**src/hdl/uwb_pkg.sv**
```systemverilog
/*
 * Shared constants of the serial port: register indexes, field positions,
 * reset values, divider counts and the enumerations of modes and states.
 * Assumes a single 100 MHz peripheral clock.
 */
package uwb_pkg;
  // register indexes; the bus byte address is four times the index
  localparam logic [7:0] IDX_POWER_CONTROL = 8'h87;
  localparam logic [7:0] IDX_SERIAL_CONTROL = 8'h98;
  localparam logic [7:0] IDX_SERIAL_BUFFER = 8'h99;
  localparam logic [7:0] IDX_RELOAD_VALUE = 8'h9A;
  localparam logic [7:0] IDX_RATE_GEN_CONTROL = 8'h9B;
  localparam logic [7:0] IDX_SLAVE_ADDRESS = 8'hA9;
  localparam logic [7:0] IDX_SLAVE_ADDRESS_MASK = 8'hB9;

  localparam int SC_MODE_HI = 7;
  localparam int SC_MODE_LO = 6;
  localparam int SC_MULTI = 5;
  localparam int SC_RX_ALLOW = 4;
  localparam int SC_TX9 = 3;
  localparam int SC_RX9 = 2;
  localparam int SC_TX_DONE = 1;
  localparam int SC_RX_DONE = 0;
  localparam int PC_DOUBLER = 7;
  localparam int PC_ERR_VIEW = 6;
  localparam int RG_RUN = 4;
  localparam int RG_TX_SEL = 3;
  localparam int RG_RX_SEL = 2;
  localparam int RG_FAST = 1;
  localparam int RG_M0_SRC = 0;

  localparam logic [7:0] SERIAL_CONTROL_RST = 8'h00;
  localparam logic [7:0] SLAVE_ADDRESS_RST = 8'h00;
  localparam logic [7:0] SLAVE_MASK_RST = 8'h00;
  localparam logic [7:0] RELOAD_RST = 8'h00;
  localparam logic [4:0] RATE_GEN_CONTROL_RST = 5'h00;
  localparam logic [1:0] POWER_CONTROL_RST = 2'h0;

  // generator prescale: 2 x 2 x 6^(1-fast), halved by the doubler
  localparam int BRG_QUAD = 4;
  localparam int BRG_SLOW = 6;
  localparam logic [4:0] PRE_SLOW_X1 = 5'(BRG_QUAD * BRG_SLOW);
  localparam logic [4:0] PRE_SLOW_X2 = 5'(BRG_QUAD * BRG_SLOW / 2);
  localparam logic [4:0] PRE_FAST_X1 = 5'(BRG_QUAD);
  localparam logic [4:0] PRE_FAST_X2 = 5'(BRG_QUAD / 2);
  localparam logic [7:0] BRG_TOP = 8'hFF;

  localparam int M0_DIV = 6;
  localparam logic [1:0] M0_HALF_LAST = 2'(M0_DIV / 2 - 1);
  localparam logic [3:0] OVS_LAST = 4'hF;
  localparam logic [3:0] SAMPLE_POINT = 4'h7;
  localparam logic [3:0] LAST_BIT8 = 4'h9;
  localparam logic [3:0] LAST_BIT9 = 4'hA;
  localparam logic [2:0] M0_LAST_BIT = 3'h7;

  typedef enum logic [1:0] {
    MODE_SHIFT = 2'b00,
    MODE_UART8 = 2'b01,
    MODE_FIXED9 = 2'b10,
    MODE_VAR9 = 2'b11
  } uwb_mode_e;

  typedef enum logic [1:0] {
    TX_IDLE = 2'b00,
    TX_UART = 2'b01,
    TX_SHIFT = 2'b11
  } uwb_tx_e;

  typedef enum logic [1:0] {
    RX_IDLE = 2'b00,
    RX_START = 2'b01,
    RX_BITS = 2'b11
  } uwb_rx_e;
endpackage : uwb_pkg

```
**src/hdl/uwb_brg_if.sv**
```systemverilog
/*
 * Control and overflow link between the register file and the rate generator.
 * Assumes both ends run on the same clock.
 */
interface uwb_brg_if;
  logic run;
  logic fast;
  logic dbl;
  logic [7:0] reload;
  logic ovf;
  modport ctl (output run, output fast, output dbl, output reload, input ovf);
  modport gen (input run, input fast, input dbl, input reload, output ovf);
endinterface : uwb_brg_if

```
**src/hdl/uwb_brg.sv**
```systemverilog
/*
 * Internal rate generator: prescaler plus 8-bit reloading counter; one pulse
 * per overflow, used as the 16x oversampling tick. Assumes clk is the
 * peripheral clock and ce freezes it.
 */
module uwb_brg
  import uwb_pkg::*;
(
  input wire logic clk,
  input wire logic rst_n,
  input wire logic ce,
  uwb_brg_if.gen brg
);
  logic [4:0] pre_q;
  logic [4:0] pre_last;
  logic [7:0] cnt_q;
  logic ovf_q;
  logic pre_tick;

  always_comb begin
    case ({brg.fast, brg.dbl})
      2'b00: pre_last = PRE_SLOW_X1 - 5'h01;
      2'b01: pre_last = PRE_SLOW_X2 - 5'h01;
      2'b10: pre_last = PRE_FAST_X1 - 5'h01;
      default: pre_last = PRE_FAST_X2 - 5'h01;
    endcase
  end

  assign pre_tick = brg.run && (pre_q >= pre_last);

  always_ff @(posedge clk or negedge rst_n) begin
    if (!rst_n) begin
      pre_q <= 5'h00;
    end else if (ce) begin
      if (!brg.run || pre_tick) begin
        pre_q <= 5'h00;
      end else begin
        pre_q <= pre_q + 5'h01;
      end
    end
  end

  always_ff @(posedge clk or negedge rst_n) begin
    if (!rst_n) begin
      cnt_q <= 8'h00;
      ovf_q <= 1'b0;
    end else if (ce) begin
      ovf_q <= 1'b0;
      if (pre_tick) begin
        if (cnt_q == BRG_TOP) begin
          cnt_q <= brg.reload;
          ovf_q <= 1'b1;
        end else begin
          cnt_q <= cnt_q + 8'h01;
        end
      end
    end
  end

  assign brg.ovf = ovf_q;
endmodule : uwb_brg

```
**src/hdl/uwb_rx.sv**
```systemverilog
/*
 * Asynchronous frame receiver, 16x oversampled with a mid-bit sample.
 * Assumes rxd synchronous to clk and tick16 a one-cycle pulse.
 */
module uwb_rx
  import uwb_pkg::*;
(
  input wire logic clk,
  input wire logic rst_n,
  input wire logic ce,
  input wire logic tick16,
  input wire logic rxd,
  input wire logic enable,
  input wire logic nine,
  input wire logic early,
  output logic done,
  output logic [7:0] data,
  output logic bit9,
  output logic stop_ok,
  output logic stop_seen
);
  uwb_rx_e st_q;
  logic [3:0] ph_q;
  logic [3:0] idx_q;
  logic [8:0] sh_q;
  logic [8:0] sh_d;
  logic prev_q;
  logic sample;
  logic [3:0] last;
  logic emitted_q;

  assign sample = tick16 && (ph_q == SAMPLE_POINT);
  assign sh_d = {rxd, sh_q[8:1]};
  assign last = nine ? LAST_BIT9 : LAST_BIT8;

  always_ff @(posedge clk or negedge rst_n) begin
    if (!rst_n) begin
      prev_q <= 1'b1;
    end else if (ce) begin
      prev_q <= rxd;
    end
  end

  always_ff @(posedge clk or negedge rst_n) begin
    if (!rst_n) begin
      st_q <= RX_IDLE;
      ph_q <= 4'h0;
      idx_q <= 4'h0;
      sh_q <= 9'h000;
      emitted_q <= 1'b0;
    end else if (ce) begin
      if (!enable) begin
        st_q <= RX_IDLE;
      end else begin
        case (st_q)
          RX_IDLE: begin
            ph_q <= 4'h0;
            idx_q <= 4'h1;
            emitted_q <= 1'b0;
            if (prev_q && !rxd) begin
              st_q <= RX_START;
            end
          end
          RX_START: begin
            if (tick16) begin
              ph_q <= ph_q + 4'h1;
            end
            // glitch shorter than half a bit is no start
            if (sample && rxd) begin
              st_q <= RX_IDLE;
            end else if (tick16 && ph_q == OVS_LAST) begin
              st_q <= RX_BITS;
            end
          end
          RX_BITS: begin
            if (tick16) begin
              ph_q <= ph_q + 4'h1;
            end
            if (tick16 && ph_q == OVS_LAST) begin
              idx_q <= idx_q + 4'h1;
            end
            if (sample) begin
              if (idx_q <= LAST_BIT8) begin
                sh_q <= sh_d;
              end
              if (idx_q == LAST_BIT8 && nine && early) begin
                emitted_q <= 1'b1;
              end
              if (idx_q == last) begin
                st_q <= RX_IDLE;
              end
            end
          end
          default: st_q <= RX_IDLE;
        endcase
      end
    end
  end

  always_ff @(posedge clk or negedge rst_n) begin
    if (!rst_n) begin
      done <= 1'b0;
      data <= 8'h00;
      bit9 <= 1'b0;
      stop_ok <= 1'b0;
      stop_seen <= 1'b0;
    end else if (ce) begin
      done <= 1'b0;
      if (enable && st_q == RX_BITS && sample) begin
        if (idx_q == LAST_BIT8 && (!nine || early)) begin
          done <= 1'b1;
          data <= sh_d[7:0];
          bit9 <= rxd;
          stop_ok <= rxd;
          stop_seen <= !nine;
        end else if (idx_q == LAST_BIT9 && nine) begin
          done <= !emitted_q;
          data <= sh_q[7:0];
          bit9 <= sh_q[8];
          stop_ok <= rxd;
          stop_seen <= 1'b1;
        end
      end
    end
  end
endmodule : uwb_rx

```
**src/hdl/uwb_top.sv**
```systemverilog
/*
 * Serial port with internal rate generator behind a classic Wishbone slave:
 * shift-register mode, 8-bit and 9-bit UART, framing error capture and
 * multiprocessor address recognition. Assumes all inputs synchronous to
 * CLOCK; the data pin is two-way (input, output, output enable).
 */
// The Wishbone register port is this design's own decision.
module uwb_top
  import uwb_pkg::*;
(
  input wire logic CLOCK,
  input wire logic RESET_N,
  input wire logic CE,
  input wire logic WB_CYC_I,
  input wire logic WB_STB_I,
  input wire logic WB_WE_I,
  input wire logic [9:0] WB_ADR_I,
  input wire logic [3:0] WB_SEL_I,
  input wire logic [31:0] WB_DAT_I,
  output logic [31:0] WB_DAT_O,
  output logic WB_ACK_O,
  output logic SER_TXD,
  input wire logic SER_DATA_I,
  output logic SER_DATA_O,
  output logic SER_DATA_OE
);
  uwb_brg_if brg_if ();

  logic ack_q;
  logic [7:0] rdat_q;
  logic req;
  logic wr;
  logic [7:0] idx;
  logic [7:0] wdat;
  logic [7:0] sc_rd;
  logic mode_hi_q, mode_lo_q, multi_q, allow_q, tx9_q, rx9_q, ti_q, ri_q, fe_q;
  logic dbl_q, err_view_q;
  logic [7:0] reload_q, slave_address_q, smask_q, rx_buf_q;
  logic [4:0] rgc_q;
  uwb_mode_e mode;
  logic mode0, nine, var_rate, multi_eff;
  logic m2_tog_q, m2_tick, tx_t16, rx_t16;
  logic [1:0] m0_div_q;
  logic m0_half;
  uwb_tx_e tx_st_q;
  logic [10:0] tx_sh_q;
  logic [3:0] tx_ph_q, tx_idx_q, tx_last;
  logic m0_ph_q, m0_rx_q;
  logic tx_start, m0_rx_start, ti_set, ri_set_m0, ri_set_uart, fe_set;
  logic txd_q, dout_q, doe_q;
  logic rx_done, rx_bit9, rx_stop_ok, rx_stop_seen;
  logic [7:0] rx_data;
  logic [7:0] bcast;
  logic addr_ok, accept;

  // bus slave: ack one cycle after the request, write lands on the ack edge
  assign req = WB_CYC_I && WB_STB_I;
  assign idx = WB_ADR_I[9:2];
  assign wdat = WB_DAT_I[7:0];
  assign wr = req && WB_WE_I && ack_q && WB_SEL_I[0];

  always_ff @(posedge CLOCK or negedge RESET_N) begin
    if (!RESET_N) begin
      ack_q <= 1'b0;
    end else if (CE) begin
      ack_q <= req && !ack_q;
    end
  end

  always_comb begin
    sc_rd = {err_view_q ? fe_q : mode_hi_q, mode_lo_q, multi_q, allow_q, tx9_q, rx9_q, ti_q, ri_q};
  end

  always_ff @(posedge CLOCK or negedge RESET_N) begin
    if (!RESET_N) begin
      rdat_q <= 8'h00;
    end else if (CE && req && !ack_q) begin
      case (idx)
        IDX_POWER_CONTROL: rdat_q <= {dbl_q, err_view_q, 6'h00};
        IDX_SERIAL_CONTROL: rdat_q <= sc_rd;
        IDX_SERIAL_BUFFER: rdat_q <= rx_buf_q;
        IDX_RELOAD_VALUE: rdat_q <= reload_q;
        IDX_RATE_GEN_CONTROL: rdat_q <= {3'h0, rgc_q};
        IDX_SLAVE_ADDRESS: rdat_q <= slave_address_q;
        IDX_SLAVE_ADDRESS_MASK: rdat_q <= smask_q;
        default: rdat_q <= 8'h00;
      endcase
    end
  end

  assign WB_ACK_O = ack_q;
  assign WB_DAT_O = {24'h000000, rdat_q};

  always_ff @(posedge CLOCK or negedge RESET_N) begin
    if (!RESET_N) begin
      dbl_q <= POWER_CONTROL_RST[1];
      err_view_q <= POWER_CONTROL_RST[0];
      reload_q <= RELOAD_RST;
      rgc_q <= RATE_GEN_CONTROL_RST;
      slave_address_q <= SLAVE_ADDRESS_RST;
      smask_q <= SLAVE_MASK_RST;
    end else if (CE && wr) begin
      case (idx)
        IDX_POWER_CONTROL: begin
          dbl_q <= wdat[PC_DOUBLER];
          err_view_q <= wdat[PC_ERR_VIEW];
        end
        IDX_RELOAD_VALUE: reload_q <= wdat;
        IDX_RATE_GEN_CONTROL: rgc_q <= wdat[4:0];
        IDX_SLAVE_ADDRESS: slave_address_q <= wdat;
        IDX_SLAVE_ADDRESS_MASK: smask_q <= wdat;
        default: ;
      endcase
    end
  end

  // serial control: hardware set beats a software clear in the same cycle
  always_ff @(posedge CLOCK or negedge RESET_N) begin
    if (!RESET_N) begin
      {mode_hi_q, mode_lo_q, multi_q, allow_q, tx9_q, rx9_q, ti_q, ri_q} <= SERIAL_CONTROL_RST;
      fe_q <= 1'b0;
    end else if (CE) begin
      if (wr && idx == IDX_SERIAL_CONTROL) begin
        if (err_view_q) begin
          fe_q <= wdat[SC_MODE_HI];
        end else begin
          mode_hi_q <= wdat[SC_MODE_HI];
        end
        mode_lo_q <= wdat[SC_MODE_LO];
        multi_q <= wdat[SC_MULTI];
        allow_q <= wdat[SC_RX_ALLOW];
        tx9_q <= wdat[SC_TX9];
        rx9_q <= wdat[SC_RX9];
        ti_q <= wdat[SC_TX_DONE];
        ri_q <= wdat[SC_RX_DONE];
      end
      if (fe_set) begin
        fe_q <= 1'b1;
      end
      if (ti_set) begin
        ti_q <= 1'b1;
      end
      if (ri_set_m0 || ri_set_uart) begin
        ri_q <= 1'b1;
      end
      if (ri_set_uart) begin
        rx9_q <= rx_bit9;
      end
    end
  end

  assign mode = uwb_mode_e'({mode_hi_q, mode_lo_q});
  assign mode0 = (mode == MODE_SHIFT);
  assign nine = mode_hi_q;
  assign var_rate = mode_lo_q;
  assign multi_eff = multi_q && !mode0;

  // rate generator and its control bits
  assign brg_if.run = rgc_q[RG_RUN];
  assign brg_if.fast = rgc_q[RG_FAST];
  assign brg_if.dbl = dbl_q;
  assign brg_if.reload = reload_q;

  uwb_brg u_brg (
    .clk(CLOCK),
    .rst_n(RESET_N),
    .ce(CE),
    .brg(brg_if)
  );

  // mode 2: 16x tick at clock/2, or every clock when doubled
  always_ff @(posedge CLOCK or negedge RESET_N) begin
    if (!RESET_N) begin
      m2_tog_q <= 1'b0;
      m0_div_q <= 2'h0;
    end else if (CE) begin
      m2_tog_q <= !m2_tog_q;
      m0_div_q <= (m0_div_q == M0_HALF_LAST) ? 2'h0 : m0_div_q + 2'h1;
    end
  end

  assign m2_tick = dbl_q || m2_tog_q;
  // no timer sources here: modes 1 and 3 sit idle unless the generator is selected
  assign tx_t16 = (mode == MODE_FIXED9) ? m2_tick : (var_rate && rgc_q[RG_TX_SEL] && brg_if.ovf);
  assign rx_t16 = (mode == MODE_FIXED9) ? m2_tick : (var_rate && rgc_q[RG_RX_SEL] && brg_if.ovf);
  assign m0_half = rgc_q[RG_M0_SRC] ? brg_if.ovf : (m0_div_q == M0_HALF_LAST);

  // transmitter and mode-0 shifter; a buffer write while busy is dropped
  assign tx_start = wr && idx == IDX_SERIAL_BUFFER && tx_st_q == TX_IDLE;
  assign m0_rx_start = mode0 && allow_q && !ri_q && tx_st_q == TX_IDLE && !tx_start;
  assign tx_last = nine ? LAST_BIT9 : LAST_BIT8;

  always_ff @(posedge CLOCK or negedge RESET_N) begin
    if (!RESET_N) begin
      tx_st_q <= TX_IDLE;
      tx_sh_q <= 11'h7FF;
      tx_ph_q <= 4'h0;
      tx_idx_q <= 4'h0;
      m0_ph_q <= 1'b0;
      m0_rx_q <= 1'b0;
    end else if (CE) begin
      case (tx_st_q)
        TX_IDLE: begin
          tx_ph_q <= 4'h0;
          tx_idx_q <= 4'h0;
          m0_ph_q <= 1'b0;
          if (tx_start) begin
            tx_sh_q <= {1'b1, nine ? tx9_q : 1'b1, wdat, 1'b0};
            m0_rx_q <= 1'b0;
            if (mode0) begin
              tx_sh_q <= {3'h7, wdat};
              tx_st_q <= TX_SHIFT;
            end else begin
              tx_st_q <= TX_UART;
            end
          end else if (m0_rx_start) begin
            m0_rx_q <= 1'b1;
            tx_st_q <= TX_SHIFT;
          end
        end
        TX_UART: begin
          if (tx_t16) begin
            tx_ph_q <= tx_ph_q + 4'h1;
            if (tx_ph_q == OVS_LAST) begin
              tx_sh_q <= {1'b1, tx_sh_q[10:1]};
              tx_idx_q <= tx_idx_q + 4'h1;
              if (tx_idx_q == tx_last) begin
                tx_st_q <= TX_IDLE;
              end
            end
          end
        end
        TX_SHIFT: begin
          if (m0_half) begin
            m0_ph_q <= !m0_ph_q;
            if (!m0_ph_q && m0_rx_q) begin
              tx_sh_q[7:0] <= {SER_DATA_I, tx_sh_q[7:1]};
            end
            if (m0_ph_q) begin
              if (!m0_rx_q) begin
                tx_sh_q[7:0] <= {1'b1, tx_sh_q[7:1]};
              end
              tx_idx_q <= tx_idx_q + 4'h1;
              if (tx_idx_q[2:0] == M0_LAST_BIT) begin
                tx_st_q <= TX_IDLE;
              end
            end
          end
          if (m0_rx_q && !allow_q) begin
            tx_st_q <= TX_IDLE;
          end
        end
        default: tx_st_q <= TX_IDLE;
      endcase
    end
  end

  // done flags: stop-bit start in uart modes, end of 8th bit in mode 0
  assign ti_set = CE && ((tx_st_q == TX_UART && tx_t16 && tx_ph_q == OVS_LAST && tx_idx_q == tx_last - 4'h1)
                  || (tx_st_q == TX_SHIFT && !m0_rx_q && m0_half && m0_ph_q
                      && tx_idx_q[2:0] == M0_LAST_BIT));
  assign ri_set_m0 = CE && tx_st_q == TX_SHIFT && m0_rx_q && allow_q && m0_half && m0_ph_q
                     && tx_idx_q[2:0] == M0_LAST_BIT;

  always_ff @(posedge CLOCK or negedge RESET_N) begin
    if (!RESET_N) begin
      txd_q <= 1'b1;
      dout_q <= 1'b1;
      doe_q <= 1'b0;
    end else if (CE) begin
      txd_q <= (tx_st_q == TX_UART) ? tx_sh_q[0] : (tx_st_q == TX_SHIFT) ? m0_ph_q : 1'b1;
      dout_q <= (tx_st_q == TX_SHIFT && !m0_rx_q) ? tx_sh_q[0] : 1'b1;
      doe_q <= (tx_st_q == TX_SHIFT && !m0_rx_q);
    end
  end

  assign SER_TXD = txd_q;
  assign SER_DATA_O = dout_q;
  assign SER_DATA_OE = doe_q;

  // uart receiver; early hand-off only when error detection is off
  uwb_rx u_rx (
    .clk(CLOCK),
    .rst_n(RESET_N),
    .ce(CE),
    .tick16(rx_t16),
    .rxd(SER_DATA_I),
    .enable(allow_q && !mode0),
    .nine(nine),
    .early(!err_view_q),
    .done(rx_done),
    .data(rx_data),
    .bit9(rx_bit9),
    .stop_ok(rx_stop_ok),
    .stop_seen(rx_stop_seen)
  );

  // given address under mask, or broadcast = address or mask
  assign bcast = slave_address_q | smask_q;
  assign addr_ok = (((rx_data ^ slave_address_q) & smask_q) == 8'h00) || ((rx_data & bcast) == bcast);
  // an unread byte is never overwritten
  assign accept = !ri_q && (!multi_eff || (rx_bit9 && addr_ok));
  assign ri_set_uart = CE && rx_done && accept;
  assign fe_set = CE && rx_done && rx_stop_seen && !rx_stop_ok && err_view_q;

  always_ff @(posedge CLOCK or negedge RESET_N) begin
    if (!RESET_N) begin
      rx_buf_q <= 8'h00;
    end else if (CE) begin
      if (ri_set_uart) begin
        rx_buf_q <= rx_data;
      end else if (ri_set_m0) begin
        // all eight samples are already in; no further shift here
        rx_buf_q <= tx_sh_q[7:0];
      end
    end
  end
endmodule : uwb_top

```
**config.mk**
```make
export PLATFORM = sky130hd
export DESIGN_NAME = uwb_top
export DESIGN_NICKNAME = d
export VERILOG_FILES = /design/src/hdl/uwb_pkg.sv /design/src/hdl/uwb_brg_if.sv /design/src/hdl/uwb_brg.sv /design/src/hdl/uwb_rx.sv /design/src/hdl/uwb_top.sv
export SDC_FILE = /design/constraint.sdc
export NUM_CORES = 1
export LEC_CHECK = 0
export BUFFER_PORTS_ARGS = -buffer_cell sky130_fd_sc_hd__buf_2
export CAP_MARGIN = 40
export CELL_PAD_IN_SITES_DETAIL_PLACEMENT = 0
export CELL_PAD_IN_SITES_GLOBAL_PLACEMENT = 1
export CORE_MARGIN = 1
export CORE_UTILIZATION = 45
export DETAILED_ROUTE_END_ITERATION = 10
export PLACE_DENSITY_LB_ADDON = 0.1
export SYNTH_ARGS = -nofsm -noshare
export SYNTH_HDL_FRONTEND = slang
export SYNTH_HIERARCHICAL = 1
export SYNTH_SLANG_ARGS = --single-unit
```
**constraint.sdc**
```tcl
create_clock -name CLOCK -period 3.4 [get_ports CLOCK]
set_input_delay 0.34 -clock CLOCK [delete_from_list [all_inputs] [get_ports CLOCK]]
set_output_delay 0.34 -clock CLOCK [all_outputs]
set_load 0.005 [all_outputs]
```
==> qor.yml, run 1 <==
drt-met1-wl_mm: 8.58
grt_pass1_wl_mm: 30.5
synth_top_area_cell: "dfrtp_1"
crit_path_start_kind: "flop"
place_ws_ns: 0.833
synth_edf_count: 0
critPathRequiredTime_ns: 3.75
cts_sinks: 132
p_per_area_mw_per_mm2: 519
cp-end-kind: "flop"
ant_nets: 0
crit_path_max_fanout: 14
yosys_register_bits: 132
synth_area_leaders: "dfrtp_1, mux2_2, dfstp_2"
cp.arrival_ns: 2.98
hp-class: "in2reg"
viasPerCell: 5.71
setup_tns_ns: 0
clock_latency_ns: 0.42
place.detailed.hpwl_mm: 13.6
crit_slowest_cell: "dfrtp_1"
yosys_most_used_dff: "dfrtp_1"
die_w_um: 132
clock.fmax_mhz: 380
port_buffers: 35
dr.pass1.iters: 5
synth-seq-area-share_pct: 43.8
drt_iter0_markers: 266
final-setup-viol-count: 0
grt_max_degree: 71
synthArstFlopShare_pct: 100
ios: 89
cts_hold_buf: 1
outcome: "completed"
crit_path_start: "mode_hi_q$_DFFE_PN0P_"
tightest_slew_ns: 0.706
met3_wirelength_um: 717
rsz0062_at_grt: "false"
final_cell_mix: "dfrtp_1, mux2_2, nand2_1"
start_util_pct: 45.9
maxSlewViolCount: 0
wl_met2_mm: 9.09
synth_area_mm2: 0.00759
drv_cap: 0
crit_type: "reg2reg"
diodes: 0
die_area_mm2: 0.0174
min-delay-start: "SER_DATA_I"
core_area_mm2: 0.0165
syn_avg_cell_area_um2: 10.7
cts_root_buffer: "clkbuf_16"
area_growth_pct: 12.0
p_leak_nw: 3.97
num_vias: 5557
routed.top_layer: "met4"
hold_viol: 0
drc_errors: 0
final_common_cell: "dfrtp_1"
drive_gt1_share_pct: 26.4
synth_cells: 706
finalNetCount: 811
yosysWarnings: 6
fin_crit_ns: 2.63
fin_skew_ns: 0.00670
grt_use_total_pct: 22.7
antenna_found_initial: 0
synthDominantCellAreaShare_pct: 39.3
wl_per_cell_um: 19.2
post_cts_resized: 0
worstReg2RegStart: "mode_hi_q$_DFFE_PN0P_"
overflow: 0
slowest_delay_ns: 0.69
htree_levels: 4
setup_ws_ns: 0.772
cts_made_buffers: 17
post-cts-setup-buffers: 0
clockBufferDepth: 2
path_clk_slew_ns: 0.07
path_cells: "or2_2 > and2_1 > nand2_1 > a211oi_1 > o21ai_0 > o2bb2ai_1"
drt-total-wl_mm: 18.7
gp_congestion: 0.832
fin_crit_sh_pct: 77.3
yosysUniqueCellTypes: 79
max-vdd-ir-drop_mv: 0.331
tritoncts: "built"
relSlewSlack_pct: 52.5
dieHeight_um: 132
rows: 47
first_global_vias: 5560
[worst max-delay path, delay by kind of cell (launching register included)]
family	cells	cell delay, ns
simple gates	3	0.82
compound gates	3	1.04
flops	1	0.69
[flip-flops by register name (all words and copies together), names as in the netlist, 8 cells and up]
name and flops:
u_rx/data 8, rx_buf_q 8, tx_sh_q 10, u_rx/sh_q 9, smask_q 8, slave_address_q 8, brg_if.reload 8, rdat_q 8
u_brg/cnt_q 8
[final timing paths]
check,endpoint,slack (ns),depth (start not counted)
max,u_rx/ph_q[2]$_DFFE_PN0P_,0.77,6
min,u_rx/prev_q$_DFFE_PN1P_,0.23,3
max reg2reg,u_rx/ph_q[2]$_DFFE_PN0P_,0.77,6
min reg2reg,m2_tog_q$_DFFE_PN0P_,0.47,1
max in group asynchronous,tx_sh_q[3]$_DFFE_PN1P_,2.10,3
min in group asynchronous,tx_ph_q[3]$_DFFE_PN0P_,0.50,2
[metal layers]
metal | up-vias | global-route usage, %
met5 | - | 0
met4 | 0 | 7.36
met3 | 21 | 4.61
met2 | 107 | 36.7
met1 | 2789 | 30.5
li1 | 2640 | -
[metrics by stage]
stage / std cells / power [mW] / hold slack [ns] / cell area (um^2) / util (%)
floorplan: 729 / 2.31 / 0.0444 / 7670 / -
global placement: 941 / 2.51 / 0.405 / 7880 / 47.7
detailed placement: 941 / 2.53 / 0.403 / 7880 / 47.7
CTS: 974 / 4.45 / 0.219 / 8490 / 51.4
global route: 974 / 4.61 / 0.248 / 8490 / 51.4
finish: 974 / 4.41 / 0.228 / 8490 / 51.4
[power by group]
part / leakage (nW) / switching, mW / internal, mW / total, mW
clock: 0.300 / 0.840 / 1.06 / 1.90
combinational: 1.92 / 0.368 / 0.255 / 0.624
sequential: 1.75 / 0.159 / 1.73 / 1.89
[cells in the mapped netlist (3+ instances only)]
master	n
o211ai_1	5
nor2b_1	6
a31oi_1	8
inv_1	27
clkbuf_1	8
a221oi_1	6
xor2_1	13
mux2_1	3
nand2b_1	8
mux2i_1	30
a21oi_1	11
nor2_1	37
nand4_1	8
and3_1	10
buf_2	5
ha_1	17
o2bb2ai_1	6
a22oi_1	9
mux2_4	11
o22ai_1	18
and4_1	4
or2_2	3
dfrtp_1	119
buf_4	27
o22a_1	3
nor3b_1	3
and2_1	6
nor3_1	5
o21ai_0	37
a211oi_1	3
nand3b_1	4
buf_1	4
a22o_1	13
nor4_1	3
mux2_2	84
dfstp_2	13
nand3_1	19
nand2_1	59
[area by class of cell]
class,count,area [um^2]
clock buffers,17,425
clock inverters,15,178
fillers,1531,8030
inverters,27,101
multi-input cells,522,3950
flip-flops and latches,132,3320
well taps,220,275
repair buffers,41,241
[cells by family after synthesis]
group | share of synthesized area, %
and+or+nand+nor | 13.2
xor gates and xnor gates | 1.62
muxes | 19.1
buffers and inverters | 5.36
other | 0.0494
DFF | 43.8
adders and majority gates | 2.80
AOI/OAI and AO/OA | 14.2
No activity file was read; power rests on OpenSTA's default activity.
==> run 2: changes to the inputs <==
- clock period: 3.4 -> 2.5 ns (I/O delays scaled with it)
==> run 2 against run 1 <==
  * First-iteration DRC count rose by 20%
  * Clock skew barely moved
  * Clock-buffer cell count did not move
  * Sequential power rose by 33%
  * Register-to-register slack got worse by 0.53 ns
  * Die area did not move
  * Critical path type unchanged
  * Sequential share of layout area fell by 0.57 points
  * Fmax rose by 16%
  * Setup slack got worse by 0.53 ns
  * Total power rose by 33%
  * Non-clock buffer count rose by 22
  * Critical path depth rose by 2
==> qor.yml, run 2 (synthesis results as in run 1) <==
dr.pass1.iters: 5  # unchanged
cp_num_buf_inv: 1  # was 0
num_vias: 5671  # was 5557
grt_max_degree: 61  # was 71
area_growth_pct: 13.6  # was 12.0%
post_cts_resized: 0  # unchanged
drc_errors: 0  # unchanged
routed.top_layer: "met4"  # unchanged
final-setup-viol-count: 0  # unchanged
clock.fmax_mhz: 443  # was 380 MHz
hp-class: "in2reg"  # unchanged
hold_viol: 0  # unchanged
post-cts-setup-buffers: 0  # unchanged
die_area_mm2: 0.0174  # unchanged
grt_use_total_pct: 22.9  # was 22.7%
p_leak_nw: 4.06  # was 3.97 nW
drive_gt1_share_pct: 28.5  # was 26.4%
dieHeight_um: 132  # unchanged
fin_skew_ns: 0.00692  # was 0.00670 ns
relSlewSlack_pct: 59.4  # was 52.5%
finalNetCount: 833  # was 811
htree_levels: 4  # unchanged
max-vdd-ir-drop_mv: 0.465  # was 0.331 mV
clockBufferDepth: 2  # unchanged
drt-met1-wl_mm: 8.64  # was 8.58 mm
cts_sinks: 132  # unchanged
grt_pass1_wl_mm: 30.7  # was 30.5 mm
slowest_delay_ns: 0.45  # was 0.69 ns
crit_path_start_kind: "flop"  # unchanged
final_cell_mix: "dfrtp_1, mux2_2, nand2_1"  # unchanged
diodes: 0  # unchanged
dp_cells: 963  # was 941
critPathRequiredTime_ns: 2.81  # was 3.75 ns
gp_congestion: 0.887  # was 0.832
maxSlewViolCount: 0  # unchanged
die_w_um: 132  # unchanged
drt-total-wl_mm: 18.9  # was 18.7 mm
core_area_mm2: 0.0165  # unchanged
final_common_cell: "dfrtp_1"  # unchanged
place.detailed.hpwl_mm: 13.9  # was 13.6 mm
fin_crit_sh_pct: 90.3  # was 77.3%
p_per_area_mw_per_mm2: 682  # was 519 mW/mm^2
crit_type: "reg2reg"  # unchanged
largest-register: "tx_sh_q"  # unchanged
cts_root_buffer: "clkbuf_16"  # unchanged
clock_latency_ns: 0.43  # was 0.42 ns
switching_power_mw: 1.81  # was 1.37 mW
cp-end-kind: "flop"  # unchanged
wl_met2_mm: 9.32  # was 9.09 mm
top_regs: "tx_sh_q (10), u_rx/sh_q (9)"  # unchanged
tightest_slew_ns: 0.606  # was 0.706 ns
switching_share_pct: 30.7  # was 31.0%
cp.arrival_ns: 2.57  # was 2.98 ns
fin_cells: 996  # was 974
path_clk_slew_ns: 0.07  # about the same
seq_power_share_pct: 42.8  # about the same
rsz0062_at_grt: "false"  # unchanged
wl_per_cell_um: 19.0  # was 19.2 um
start_util_pct: 45.9  # unchanged
largest_reg_flops: 10  # unchanged
viasPerCell: 5.69  # was 5.71
clockPowerShare_pct: 40.9  # was 43.1%
drt_iter0_markers: 318  # was 266
first_global_vias: 5579  # was 5560
rows: 47  # unchanged
crit_path_max_fanout: 9  # was 14
ant_nets: 0  # unchanged
ios: 89  # unchanged
crit_slowest_cell: "dfrtp_1"  # unchanged
p_comb_share_pct: 16.3  # was 14.1%
antenna_found_initial: 0  # unchanged
tritoncts: "built"  # unchanged
fin_crit_ns: 2.26  # was 2.63 ns
met3_wirelength_um: 622  # was 717 um
drv_cap: 0  # unchanged
intPower_mw: 4.07  # was 3.04 mW
crit_family: "multiplexers"  # was compound AO/OA/AOI/OAI gates
outcome: "completed"  # unchanged
path_cells: "ha_1 > ha_1 > nand2_1 > a21oi_1 > and4_1 > buf_4 > mux2_2 > mux2_2"  # was or2_2 > and2_1 > nand2_1 > a211oi_1 > o21ai_0 > o2bb2ai_1
cts_made_buffers: 17  # unchanged
setup_tns_ns: 0  # unchanged
port_buffers: 35  # unchanged
overflow: 0  # unchanged
[run 2: changes by cell type in the layout (fill, tap and decap cells not counted)]
cell and delta:
buf_4 +22, bufinv_16 -1, clkinv_2 +1, clkinv_4 +2, clkinv_8 -1, clkinvlp_4 +1, inv_8 -2
[run 2: what timing repair did]
action / in CTS / in global routing
setup endpoints to repair: 0 / 0
hold buffers: 1 / 0
hold endpoints to repair: 35 / 0
[run 2: tightest hold or removal path: stages]
cell and delay [ns]:
buf_2 0.16, nand2_1 0.07, o21ai_0 0.07
[run 2: final cells by class]
cell class | instances | area, um^2
fill | 1483 | 7910
clock inverter | 15 | 139
tap | 220 | 275
timing repair buffer | 63 | 407
multi-input combinational | 522 | 3950
sequential | 132 | 3320
clock buffer | 17 | 425
inverter | 27 | 101
[run 2: worst paths after layout]
check                      slack (ns)                 endpoint  cells after the start                    start
max reg2reg                      0.24  rx_buf_q[4]$_DFFE_PN0P_                      8  tx_idx_q[0]$_DFFE_PN0P_
min in group asynchronous        0.34   tx_ph_q[1]$_DFFE_PN0P_                      2                  RESET_N
min                              0.13  u_rx/prev_q$_DFFE_PN1P_                      3               SER_DATA_I
max                              0.24  rx_buf_q[4]$_DFFE_PN0P_                      8  tx_idx_q[0]$_DFFE_PN0P_
min reg2reg                      0.48    rdat_q[0]$_DFFE_PN0P_                      2    rdat_q[0]$_DFFE_PN0P_
max in group asynchronous        1.36   tx_sh_q[5]$_DFFE_PN1P_                      3                  RESET_N
[run 2: through the flow]
step / util (%) / power, mW / hold WS [ns] / worst slack [ns] / area (um^2)
after floorplan: - / 3.15 / -0.0456 / 0.291 / 7670
after global placement: 48.7 / 3.48 / 0.235 / 0.287 / 8050
after detailed placement: 48.7 / 3.51 / 0.236 / 0.276 / 8050
after CTS: 52.2 / 5.93 / 0.132 / 0.238 / 8620
after global routing: 52.2 / 6.16 / 0.164 / 0.0806 / 8620
final: 52.2 / 5.88 / 0.132 / 0.242 / 8620
[run 2: routing by layer]
metal	up-vias	track usage, %
met4	0	7.17
met2	120	37.7
li1	2674	-
met1	2854	30.3
met3	23	4.38
met5	-	0
[run 2: power by group through the flow]
| stage | combinational, mW | clock, mW | sequential (mW) |
|---|---|---|---|
| floorplan | 0.673 | 0 | 2.47 |
| global placement | 0.940 | 0 | 2.54 |
| detailed placement | 0.957 | 0 | 2.55 |
| CTS | 0.963 | 2.45 | 2.51 |
| global route | 1.07 | 2.55 | 2.53 |
| finish | 0.961 | 2.40 | 2.52 |
